[src/hdl/aios_pkg.sv]
// register map and field layout for the analogue i/o status and calibration bank
package aios_pkg;
    localparam int unsigned ADDR_W = 6;
    // byte offsets, one aligned 32-bit word each
    localparam logic [5:0] OFF_DIAGNOSTIC_WORDS_FLAGS   = 6'h00;
    localparam logic [5:0] OFF_ACTIVE_SLOT  = 6'h04;
    localparam logic [5:0] OFF_IN_DISC      = 6'h08;
    localparam logic [5:0] OFF_OUT_DISC     = 6'h0c;
    localparam logic [5:0] OFF_LINE_FAULT   = 6'h10;
    localparam logic [5:0] OFF_CAL_SELECT   = 6'h14;
    localparam logic [5:0] OFF_CONFIG       = 6'h18;
    localparam logic [5:0] OFF_IRQ_STATUS   = 6'h1c;
    localparam logic [5:0] OFF_IRQ_ENABLE   = 6'h20;
    localparam logic [5:0] OFF_IRQ_CLEAR    = 6'h24;
    localparam logic [5:0] OFF_CAL_A        = 6'h28;
    localparam logic [5:0] OFF_CAL_B        = 6'h2c;
    localparam logic [5:0] OFF_CAL_C        = 6'h30;
    localparam logic [5:0] OFF_OUT_VALUE    = 6'h34;
    // diagnostic word field positions
    localparam int unsigned BIT_SLICE_A     = 0;
    localparam int unsigned BIT_SLICE_B     = 1;
    localparam int unsigned BIT_SLICE_C     = 2;
    localparam int unsigned BIT_OFFLINE     = 3;
    localparam int unsigned BIT_HOT_REPAIR  = 4;
    localparam int unsigned BIT_DISCREPANCY = 5;
    // config register fields
    localparam int unsigned BIT_CFG_MONITOR = 0;
    localparam int unsigned BIT_CFG_LINE    = 1;
    // interrupt status fields
    localparam int unsigned BIT_IRQ_SLICE   = 0;
    localparam int unsigned BIT_IRQ_OFFLINE = 1;
    localparam int unsigned BIT_IRQ_DISC    = 2;
    localparam int unsigned BIT_IRQ_LINE    = 3;
    localparam int unsigned BIT_IRQ_SCAN    = 4;
    localparam int unsigned IRQ_W           = 5;
    localparam int unsigned IN_CH           = 16;
    localparam int unsigned OUT_CH          = 4;
    localparam int unsigned VAL_W           = 16;
    localparam int unsigned SLOT_W          = 16;
    localparam logic [31:0] RST_WORD        = 32'h0000_0000;
    localparam logic [31:0] UNMAPPED_READ   = 32'h0000_0000;
endpackage

[src/hdl/aios_status_calibration_select.sv]
// status, fault and calibration register bank for triplicated analogue i/o
`timescale 1ns/1ns
`default_nettype none
// Behaviour
// - diagnostic_words bits 0-2 flag slices A-C faulted
// - diagnostic_words bit 3 set while module offline
// - diagnostic_words bit 4 set during hot repair
// - diagnostic_words bit 5 set on any discrepancy
// - second diagnostic_words word holds active slot
// - input fault word: 16 channel discrepancy flags
// - output fault word one: 4 discrepancy flags
// - output fault word two: 4 line fault flags
// - calibration select chooses normal or calibration value
// - slice A converter uses calibration when selected
// - slice B converter uses calibration when selected
// - slice C converter uses calibration when selected
// - output discrepancy only checked with monitor configured
// - line faults need monitor and line testing
module aios_status_calibration_select (
    input  wire logic                     clk,
    input  wire logic                     rst_b,
    // avalon-mm slave
    input  wire logic [5:0]               avsAddress,
    input  wire logic                     avsRead,
    input  wire logic                     avsWrite,
    input  wire logic [31:0]              avsWriteData,
    input  wire logic [3:0]               avsByteEnable,
    output logic [31:0]                   avsReadData,
    output logic                          avsWaitRequest,
    // module scan results, same clock domain
    input  wire logic                     scanDone,
    input  wire logic [2:0]               sliceFault,
    input  wire logic                     moduleOffline,
    input  wire logic                     hotRepairActive,
    input  wire logic [15:0]              activeSlot,
    input  wire logic [15:0]              inputChannelDisc,
    input  wire logic [3:0]               outputChannelMismatch,
    input  wire logic [3:0]               lineFaultDetect,
    // converter drive per slice, four channels packed low channel first
    output logic [63:0]                   sliceAValue,
    output logic [63:0]                   sliceBValue,
    output logic [63:0]                   sliceCValue,
    output logic                          irq
);
    logic [5:0]  diagReg;
    logic [15:0] slotReg;
    logic [15:0] inDiscReg;
    logic [3:0]  outDiscReg;
    logic [3:0]  lineReg;
    logic [3:0]  calSelReg;
    logic [1:0]  cfgReg;
    logic [63:0] calAReg;
    logic [63:0] calBReg;
    logic [63:0] calCReg;
    logic [63:0] outValReg;
    logic [4:0]  irqStatusReg;
    logic [4:0]  irqEnableReg;
    logic        ackReg;
    logic [31:0] readDataReg;
    logic        monitorOn;
    logic        lineTestOn;
    logic [3:0]  outDiscNext;
    logic [3:0]  lineNext;
    logic [4:0]  irqEvent;
    logic [4:0]  irqClear;
    logic        wrStrobe;
    logic [31:0] readMux;
    logic        anyDisc;
    logic        lane0;
    logic        wrCalSel;
    logic        wrConfig;
    logic        wrCalA;
    logic        wrCalB;
    logic        wrCalC;
    logic        wrOutVal;
    logic        wrIrqEnable;
    logic        wrIrqClear;

    assign monitorOn  = cfgReg[aios_pkg::BIT_CFG_MONITOR];
    assign lineTestOn = cfgReg[aios_pkg::BIT_CFG_LINE];
    assign outDiscNext = monitorOn ? outputChannelMismatch : 4'h0;
    assign lineNext = (monitorOn && lineTestOn) ? lineFaultDetect : 4'h0;
    assign anyDisc  = (|inputChannelDisc) | (|outDiscNext);

    // status capture on each completed scan, zero until the first one
    always_ff @(posedge clk or negedge rst_b) begin
        if (!rst_b) begin
            diagReg <= 6'h00;
        end else if (scanDone) begin
            diagReg[aios_pkg::BIT_SLICE_A]     <= sliceFault[0];
            diagReg[aios_pkg::BIT_SLICE_B]     <= sliceFault[1];
            diagReg[aios_pkg::BIT_SLICE_C]     <= sliceFault[2];
            diagReg[aios_pkg::BIT_OFFLINE]     <= moduleOffline;
            diagReg[aios_pkg::BIT_HOT_REPAIR]  <= hotRepairActive;
            diagReg[aios_pkg::BIT_DISCREPANCY] <= anyDisc;
        end
    end

    always_ff @(posedge clk or negedge rst_b) begin
        if (!rst_b) begin
            slotReg <= 16'h0000;
        end else if (scanDone) begin
            slotReg <= activeSlot;
        end
    end

    always_ff @(posedge clk or negedge rst_b) begin
        if (!rst_b) begin
            inDiscReg <= 16'h0000;
        end else if (scanDone) begin
            inDiscReg <= inputChannelDisc;
        end
    end

    always_ff @(posedge clk or negedge rst_b) begin
        if (!rst_b) begin
            outDiscReg <= 4'h0;
        end else if (scanDone) begin
            outDiscReg <= outDiscNext;
        end
    end

    always_ff @(posedge clk or negedge rst_b) begin
        if (!rst_b) begin
            lineReg <= 4'h0;
        end else if (scanDone) begin
            lineReg <= lineNext;
        end
    end

    // single wait state: answer on the second edge of a request
    assign avsWaitRequest = (avsRead | avsWrite) & ~ackReg;
    assign wrStrobe       = avsWrite & ackReg;

    always_ff @(posedge clk or negedge rst_b) begin
        if (!rst_b) begin
            ackReg <= 1'b0;
        end else begin
            ackReg <= (avsRead | avsWrite) & ~ackReg;
        end
    end

    // write decode; status offsets decode to nothing
    assign lane0       = avsByteEnable[0];
    assign wrCalSel    = wrStrobe && avsAddress == aios_pkg::OFF_CAL_SELECT && lane0;
    assign wrConfig    = wrStrobe && avsAddress == aios_pkg::OFF_CONFIG && lane0;
    assign wrCalA      = wrStrobe && avsAddress == aios_pkg::OFF_CAL_A;
    assign wrCalB      = wrStrobe && avsAddress == aios_pkg::OFF_CAL_B;
    assign wrCalC      = wrStrobe && avsAddress == aios_pkg::OFF_CAL_C;
    assign wrOutVal    = wrStrobe && avsAddress == aios_pkg::OFF_OUT_VALUE;
    assign wrIrqEnable = wrStrobe && avsAddress == aios_pkg::OFF_IRQ_ENABLE && lane0;
    assign wrIrqClear  = wrStrobe && avsAddress == aios_pkg::OFF_IRQ_CLEAR && lane0;

    // software control registers
    always_ff @(posedge clk or negedge rst_b) begin
        if (!rst_b) begin
            calSelReg <= 4'h0;
        end else if (wrCalSel) begin
            calSelReg <= avsWriteData[3:0];
        end
    end

    always_ff @(posedge clk or negedge rst_b) begin
        if (!rst_b) begin
            cfgReg <= 2'h0;
        end else if (wrConfig) begin
            cfgReg <= avsWriteData[1:0];
        end
    end

    // value words: each write shifts in, the last one lands in channel one
    aios_value_shift #(
        .VAL_W (aios_pkg::VAL_W),
        .CH    (aios_pkg::OUT_CH)
    ) u_cal_a (
        .clk     (clk),
        .rst_b   (rst_b),
        .load    (wrCalA),
        .valueIn (avsWriteData[15:0]),
        .values  (calAReg)
    );

    aios_value_shift #(
        .VAL_W (aios_pkg::VAL_W),
        .CH    (aios_pkg::OUT_CH)
    ) u_cal_b (
        .clk     (clk),
        .rst_b   (rst_b),
        .load    (wrCalB),
        .valueIn (avsWriteData[15:0]),
        .values  (calBReg)
    );

    aios_value_shift #(
        .VAL_W (aios_pkg::VAL_W),
        .CH    (aios_pkg::OUT_CH)
    ) u_cal_c (
        .clk     (clk),
        .rst_b   (rst_b),
        .load    (wrCalC),
        .valueIn (avsWriteData[15:0]),
        .values  (calCReg)
    );

    aios_value_shift #(
        .VAL_W (aios_pkg::VAL_W),
        .CH    (aios_pkg::OUT_CH)
    ) u_out_val (
        .clk     (clk),
        .rst_b   (rst_b),
        .load    (wrOutVal),
        .valueIn (avsWriteData[15:0]),
        .values  (outValReg)
    );

    // interrupt events: fault present at a completed scan, or any completed scan
    assign irqEvent[aios_pkg::BIT_IRQ_SLICE]   = scanDone & (|sliceFault);
    assign irqEvent[aios_pkg::BIT_IRQ_OFFLINE] = scanDone & moduleOffline;
    assign irqEvent[aios_pkg::BIT_IRQ_DISC]    = scanDone & ((|inputChannelDisc) | (|outDiscNext));
    assign irqEvent[aios_pkg::BIT_IRQ_LINE]    = scanDone & (|lineNext);
    assign irqEvent[aios_pkg::BIT_IRQ_SCAN]    = scanDone;
    assign irqClear = wrIrqClear ? avsWriteData[4:0] : 5'h00;

    always_ff @(posedge clk or negedge rst_b) begin
        if (!rst_b) begin
            irqStatusReg <= 5'h00;
        end else begin
            irqStatusReg <= (irqStatusReg & ~irqClear) | irqEvent;
        end
    end

    always_ff @(posedge clk or negedge rst_b) begin
        if (!rst_b) begin
            irqEnableReg <= 5'h00;
        end else if (wrIrqEnable) begin
            irqEnableReg <= avsWriteData[4:0];
        end
    end

    assign irq = |(irqStatusReg & irqEnableReg);

    always_comb begin
        case (avsAddress)
            aios_pkg::OFF_DIAGNOSTIC_WORDS_FLAGS:  readMux = {26'h0, diagReg};
            aios_pkg::OFF_ACTIVE_SLOT: readMux = {16'h0, slotReg};
            aios_pkg::OFF_IN_DISC:     readMux = {16'h0, inDiscReg};
            aios_pkg::OFF_OUT_DISC:    readMux = {28'h0, outDiscReg};
            aios_pkg::OFF_LINE_FAULT:  readMux = {28'h0, lineReg};
            aios_pkg::OFF_CAL_SELECT:  readMux = {28'h0, calSelReg};
            aios_pkg::OFF_CONFIG:      readMux = {30'h0, cfgReg};
            aios_pkg::OFF_IRQ_STATUS:  readMux = {27'h0, irqStatusReg};
            aios_pkg::OFF_IRQ_ENABLE:  readMux = {27'h0, irqEnableReg};
            default:                   readMux = aios_pkg::UNMAPPED_READ;
        endcase
    end

    always_ff @(posedge clk or negedge rst_b) begin
        if (!rst_b) begin
            readDataReg <= aios_pkg::RST_WORD;
        end else if (avsRead & ~ackReg) begin
            readDataReg <= readMux;
        end
    end
    assign avsReadData = readDataReg;

    // converter drive selection per channel, one selector per slice
    aios_slice_drive #(
        .VAL_W (aios_pkg::VAL_W),
        .CH    (aios_pkg::OUT_CH)
    ) u_drive_a (
        .clk      (clk),
        .rst_b    (rst_b),
        .calSel   (calSelReg),
        .normal   (outValReg),
        .calValue (calAReg),
        .drive    (sliceAValue)
    );

    aios_slice_drive #(
        .VAL_W (aios_pkg::VAL_W),
        .CH    (aios_pkg::OUT_CH)
    ) u_drive_b (
        .clk      (clk),
        .rst_b    (rst_b),
        .calSel   (calSelReg),
        .normal   (outValReg),
        .calValue (calBReg),
        .drive    (sliceBValue)
    );

    aios_slice_drive #(
        .VAL_W (aios_pkg::VAL_W),
        .CH    (aios_pkg::OUT_CH)
    ) u_drive_c (
        .clk      (clk),
        .rst_b    (rst_b),
        .calSel   (calSelReg),
        .normal   (outValReg),
        .calValue (calCReg),
        .drive    (sliceCValue)
    );
endmodule

// shift register of channel words, newest word in channel one
module aios_value_shift #(
    parameter int unsigned VAL_W = 16,
    parameter int unsigned CH    = 4
) (
    input  wire logic                clk,
    input  wire logic                rst_b,
    input  wire logic                load,
    input  wire logic [VAL_W-1:0]    valueIn,
    output logic      [VAL_W*CH-1:0] values
);
    always_ff @(posedge clk or negedge rst_b) begin
        if (!rst_b) begin
            values <= '0;
        end else if (load) begin
            values <= {values[VAL_W*(CH-1)-1:0], valueIn};
        end
    end
endmodule

// registered per-channel choice between normal and calibration value
module aios_slice_drive #(
    parameter int unsigned VAL_W = 16,
    parameter int unsigned CH    = 4
) (
    input  wire logic                clk,
    input  wire logic                rst_b,
    input  wire logic [CH-1:0]       calSel,
    input  wire logic [VAL_W*CH-1:0] normal,
    input  wire logic [VAL_W*CH-1:0] calValue,
    output logic      [VAL_W*CH-1:0] drive
);
    always_ff @(posedge clk or negedge rst_b) begin
        if (!rst_b) begin
            drive <= '0;
        end else begin
            for (int unsigned ch = 0; ch < CH; ch++) begin
                drive[ch*VAL_W +: VAL_W] <= calSel[ch] ? calValue[ch*VAL_W +: VAL_W]
                                                       : normal[ch*VAL_W +: VAL_W];
            end
        end
    end
endmodule
`default_nettype wire

[config.mk]
export PLATFORM = sky130hd
export DESIGN_NAME = aios_status_calibration_select
export DESIGN_NICKNAME = d
export VERILOG_FILES = /design/src/hdl/aios_pkg.sv /design/src/hdl/aios_status_calibration_select.sv
export SDC_FILE = /design/constraint.sdc
export NUM_CORES = 1
export LEC_CHECK = 0
export ABC_AREA = 1
export ABC_CLOCK_PERIOD_IN_PS = 2000
export BUFFER_PORTS_ARGS = -buffer_cell sky130_fd_sc_hd__buf_2
export CAP_MARGIN = 25
export CORE_MARGIN = 2
export CORE_UTILIZATION = 55
export DETAILED_ROUTE_END_ITERATION = 7
export PLACE_DENSITY_LB_ADDON = 0.1
export SLEW_MARGIN = 5
export SYNTH_ARGS = -nofsm -noshare
export SYNTH_HDL_FRONTEND = slang
export SYNTH_SLANG_ARGS = --single-unit
[constraint.sdc]
create_clock -name clk -period 2 [get_ports clk]
set_clock_uncertainty 0.1 [all_clocks]
set_input_delay 0.1 -clock clk [delete_from_list [all_inputs] [get_ports clk]]
set_output_delay 0.1 -clock clk [all_outputs]
set_load 0.005 [all_outputs]
==> results by stage <==
Synth:
- Counting flops with a built-in enable in the synthesized netlist gives 0.
- Ranked by total cell area, the synthesized netlist is headed by sky130_fd_sc_hd__dfrtp_1 66%, sky130_fd_sc_hd__nand2_1 11%, sky130_fd_sc_hd__o21ai_0 5.3%, sky130_fd_sc_hd__o21ai_1 4.8%, sky130_fd_sc_hd__inv_1 3.8%.
- The fraction of the yosys area taken by sequential cells is 0.664.
- In the synthesized netlist, the number of instances is about 2000.
- The netlist uses 27 different library cells.
- The fraction of post-synthesis cell area in the top cell type by area is 0.664.
- Of all cell types, the one taking the most synthesized area is sky130_fd_sc_hd__dfrtp_1.
- In the synthesized netlist, the cells that appear most often are 568 x sky130_fd_sc_hd__nand2_1, 527 x sky130_fd_sc_hd__dfrtp_1, 210 x sky130_fd_sc_hd__o21ai_0, 202 x sky130_fd_sc_hd__inv_1, 189 x sky130_fd_sc_hd__o21ai_1.
- A synthesized cell averages 10.1 um2.
- Among all flip-flop cells after synthesis, the most frequent one is sky130_fd_sc_hd__dfrtp_1.
- Counting flops and latches in the post-synthesis netlist gives 527.
- The synthesized cell area is roughly 0.020 mm2.
- After synthesis, the share of flip-flops with an asynchronous set or reset is 1.00.
- In the post-synthesis netlist, the cell with the most instances is sky130_fd_sc_hd__nand2_1.
- The count of yosys warnings during synthesis is 0.

Clock tree:
- The total clock sinks is between 500 and 600.
- The root cell of the clock tree is sky130_fd_sc_hd__clkbuf_16.
- The number of H-tree branching levels is 2.
- Clock-pin slew was measured on the worst setup and hold paths at ~60 ps.
- The buffer levels on the longest clock path is 3.
- The TritonCTS buffer count is 52.
- For the worst-skew pair, the clock arrives at the later sink with an insertion delay of 560 ps.
- TritonCTS built the clock tree.

Floorplanning:
- The floorplan core area is ~0.036 mm2.
- The standard-cell row count is 69.
- The die covers between 0.03 and 0.04 mm2.
- The die is 194 um wide.
- The effective utilization at floorplan is 0.558.
- Measured along the y axis, the die boundary spans just under 200 um.
- For this design the top-level I/O count stands at between 300 and 400.

Pwr:
- The part of the power in combinational logic is 0.061.
- The total power per unit cell area is roughly 900 mW/mm2.
- The share of total power consumed by net switching is 0.220.
- The maximum vdd ir drop is 742 uV.
- The share of total power dissipated in the clock network is 0.451.
- The internal portion of the total power is approximately 18 mW.
- In this run the power spent charging and discharging nets is 5.05 mW.
- The total power consumption of the routed design is approximately 23 mW.
- The share of total power dissipated in sequential elements is 0.487.
- The analysis attributes to cell leakage a power of around 13 nW.

Setup path:
- Among cell families on the critical path, the largest total delay comes from buffers and inverters.
- Counting both buffers and inverters, the worst setup path holds a total of 5.
- The reg-to-reg endpoint is outDiscReg[2]$_DFFE_PN0P_.
- The library cell contributing the largest single delay on the critical path is sky130_fd_sc_hd__dlygate4sd3_1.
- STA classifies the critical path startpoint as an input port.
- The kind of critical path is input port to register.
- The most frequent cell on the critical path is sky130_fd_sc_hd__dlygate4sd3_1.
- Data on the critical path arrives at its endpoint at ~2400 ps.
- The largest fanout of any net on the critical path is 29.
- In this run the critical register-to-register path is launched from cfgReg[0]$_DFFE_PN0P_.
- The worst setup path is captured at a register.
- The longest individual stage delay on the worst path is 580 ps.
- The required time at the worst-slack endpoint is around 2400 ps.
- The critical path goes through dlygate4sd3_1 > buf_2 > buf_4 > nand2_1 > dlygate4sd3_1 > nand2_1 > dlygate4sd3_1.
- Counting cells, the worst reg-to-reg path comes to 4.
- The flop-to-flop setup slack is approximately 40 ps.

Status:
- The checks that failed: setup timing.
- The run finished, with violations left.

Timing:
- After layout, the minimum clock period comes to 2030 ps.
- The max-slew violation count is 0.
- The period utilization is 1.01.
- The number of endpoints with negative hold slack in the final report was 0.
- The worst-case headroom to the max-slew limit is 0.550.
- Setup repair after global routing could not meet its margin everywhere.
- The number of endpoints failing setup at the final stage is 2.
- At the pin with the least slew margin, the transition time is ~670 ps.
- The peak clock frequency supported by timing is between 400 and 500 MHz.
- Once routing completed, OpenROAD measured the worst setup slack at -29.8 ps.

Drt:
- After detailed routing, the total wire length is between 50000 and 60000 um.
- In the routed layout, each cell is associated on average with a via count of 5.21.
- The detail route stage leaves a number of antenna-violating nets equal to 0.
- The via count of the routed design is approximately 15000.
- The initial detailed-routing violation count is roughly 1200.
- The first detailed-routing pass took 6 iterations.
- After detailed routing, the number of remaining DRC violations is 0.
- The wire length per cell is between 15 and 20 um.

Placement:
- The post-placement worst setup slack is around 270 ps.
- During placement, the flow inserted port buffers numbering around 280.
- The HPWL reported at the end of detailed placement is around 34000 um.
- The congestion estimate from routability-driven global placement came to between 0.8 and 0.9.
- The placed cell area is roughly 0.022 mm2.

Worst hold path:
- The critical hold path startpoint is avsAddress[2].
- The worst hold path passes through 6 cells.
- The end point of the worst hold path is cfgReg[0]$_DFFE_PN0P_.
- In this run the worst hold path is classified as input port to register.

Global routing:
- Global routing finished with a remaining overflow of 0.
- The number of antenna violations at the first check in global routing was 0.
- The number of global-route vias before repair came to between 10000 and 15000.
- The first global-routing pass estimated about 80000 um of wire.
- Entering global routing, the biggest net connects around 130 pins.
- The global-route usage over all layers is 0.276.

Final layout:
- The fraction of layout instances using a drive strength above 1 is 0.197.
- The area of all placed cells without fillers is 0.0250 mm2.
- The number of antenna diodes is 0.
- The net count of the finished layout is between 2000 and 2500.
- The area growth from synthesis to layout is 26.1%.

Flow run:
- Across the run, the number of max-cap violations was 0.
==> placed cells by master, fill, tap and decap left out, types with 6 or more instances in the layout <==
cell                              n
sky130_fd_sc_hd__clkinv_2        13
sky130_fd_sc_hd__buf_12          18
sky130_fd_sc_hd__clkbuf_16       53
sky130_fd_sc_hd__buf_2          281
sky130_fd_sc_hd__nor2_1          42
sky130_fd_sc_hd__o22ai_1         10
sky130_fd_sc_hd__mux2_4          40
sky130_fd_sc_hd__nand4_1         10
sky130_fd_sc_hd__conb_1          16
sky130_fd_sc_hd__nand2_1        566
sky130_fd_sc_hd__o21ai_1        189
sky130_fd_sc_hd__inv_1          202
sky130_fd_sc_hd__dfrtp_1        527
sky130_fd_sc_hd__bufinv_16        9
sky130_fd_sc_hd__nand3_1         21
sky130_fd_sc_hd__clkbuf_8         9
sky130_fd_sc_hd__dlygate4sd3_1  128
sky130_fd_sc_hd__buf_4           22
sky130_fd_sc_hd__mux2_2           6
sky130_fd_sc_hd__o21ai_0        210
sky130_fd_sc_hd__clkinvlp_4       7
==> timing repair <==
action / CTS / global route
setup buffers: 0 / 0
resized for setup: 0 / 1
hold endpoints to repair: 664 / 0
hold buffers: 129 / 0
endpoints found under the setup margin: 0 / 19
==> sequential cells by signal, summed over array words and instances, names as in the netlist, 4 cells and up <==
name	cells
u_drive_a.drive	64
irqStatusReg	5
slotReg	16
u_drive_c.drive	64
lineReg	4
u_cal_c.values	64
u_cal_b.values	64
inDiscReg	16
u_cal_a.values	64
u_out_val.values	64
u_drive_b.drive	64
diagReg	6
outDiscReg	4
calSelReg	4
avsReadData	16
irqEnableReg	5
==> area by class of cell <==
class,count,area [um2]
clock inverter,29,388
inverter,212,796
clock buffer,65,1460
fill,2608,10500
sequential,527,13200
multi-input combinational,1128,5400
tap,461,577
timing repair buffer,451,3240
==> logic make-up (layout without fill, tap and decap cells) <==
logic type | after synthesis | in the layout | share of synthesized area
AOI/OAI and AO/OA | 413 | 413 | 0.105
buffers and inverters | 318 | 757 | 0.0683
DFF | 527 | 527 | 0.664
muxes | 46 | 46 | 0.0337
other | 1 | 16 | 0.000189
and+or+nand+nor | 653 | 653 | 0.129
==> power groups by stage <==
stage / clock (mW) / sequential, mW / combinational [mW]
3_3_place_gp: 0 / 11.4 / 1.15
5_1_grt: 10.9 / 11.2 / 1.59
4_1_cts: 10.5 / 11.2 / 1.40
3_5_place_dp: 0 / 11.4 / 1.17
2_1_floorplan: 0 / 11.3 / 0.503
6_report: 10.4 / 11.2 / 1.41
==> layer usage <==
metal	vias up	wire, um	part of all wire	track usage
met5	-	0	0	0
met4	0	1700	0.033	0.0920
met3	95	3180	0.062	0.0435
met2	539	21300	0.42	0.382
met1	7327	24900	0.49	0.445
li1	7017	-	-	-
==> metrics by stage <==
| step | setup TNS (ps) | hold WS, ps | util | std cells |
|---|---|---|---|---|
| after floorplan | 0 | -296 | - | 1973 |
| after global placement | 0 | -95.4 | 0.615 | 2650 |
| after detailed placement | 0 | -95.3 | 0.615 | 2650 |
| after CTS | 0 | 23.9 | 0.704 | 2873 |
| after global routing | -555 | 75.8 | 0.704 | 2873 |
| final | -39.8 | 52.5 | 0.704 | 2873 |
==> tightest hold or removal path: stages <==
cell	delay (ps)
sky130_fd_sc_hd__buf_2	140
sky130_fd_sc_hd__nor2_1	60
sky130_fd_sc_hd__nand2_1	80
sky130_fd_sc_hd__nor2_1	80
sky130_fd_sc_hd__nand2_1	130
sky130_fd_sc_hd__o21ai_0	90
==> worst max path at each step <==
| stage | start | endpoint | slack (ps) | cells after the start |
|---|---|---|---|---|
| floorplan | ackReg$_DFF_PN0_ | avsReadData[10]$_DFFE_PN0P_ | 550 | 5 |
| global placement | ackReg$_DFF_PN0_ | u_out_val.values[60]$_DFFE_PN0P_ | 290 | 5 |
| detailed placement | ackReg$_DFF_PN0_ | u_out_val.values[61]$_DFFE_PN0P_ | 270 | 5 |
| CTS | cfgReg[0]$_DFFE_PN0P_ | outDiscReg[2]$_DFFE_PN0P_ | 90 | 4 |
| global route | scanDone | inDiscReg[3]$_DFFE_PN0P_ | -60 | 7 |
| finish | scanDone | inDiscReg[1]$_DFFE_PN0P_ | -30 | 7 |
(Power assumes the default switching activity.)
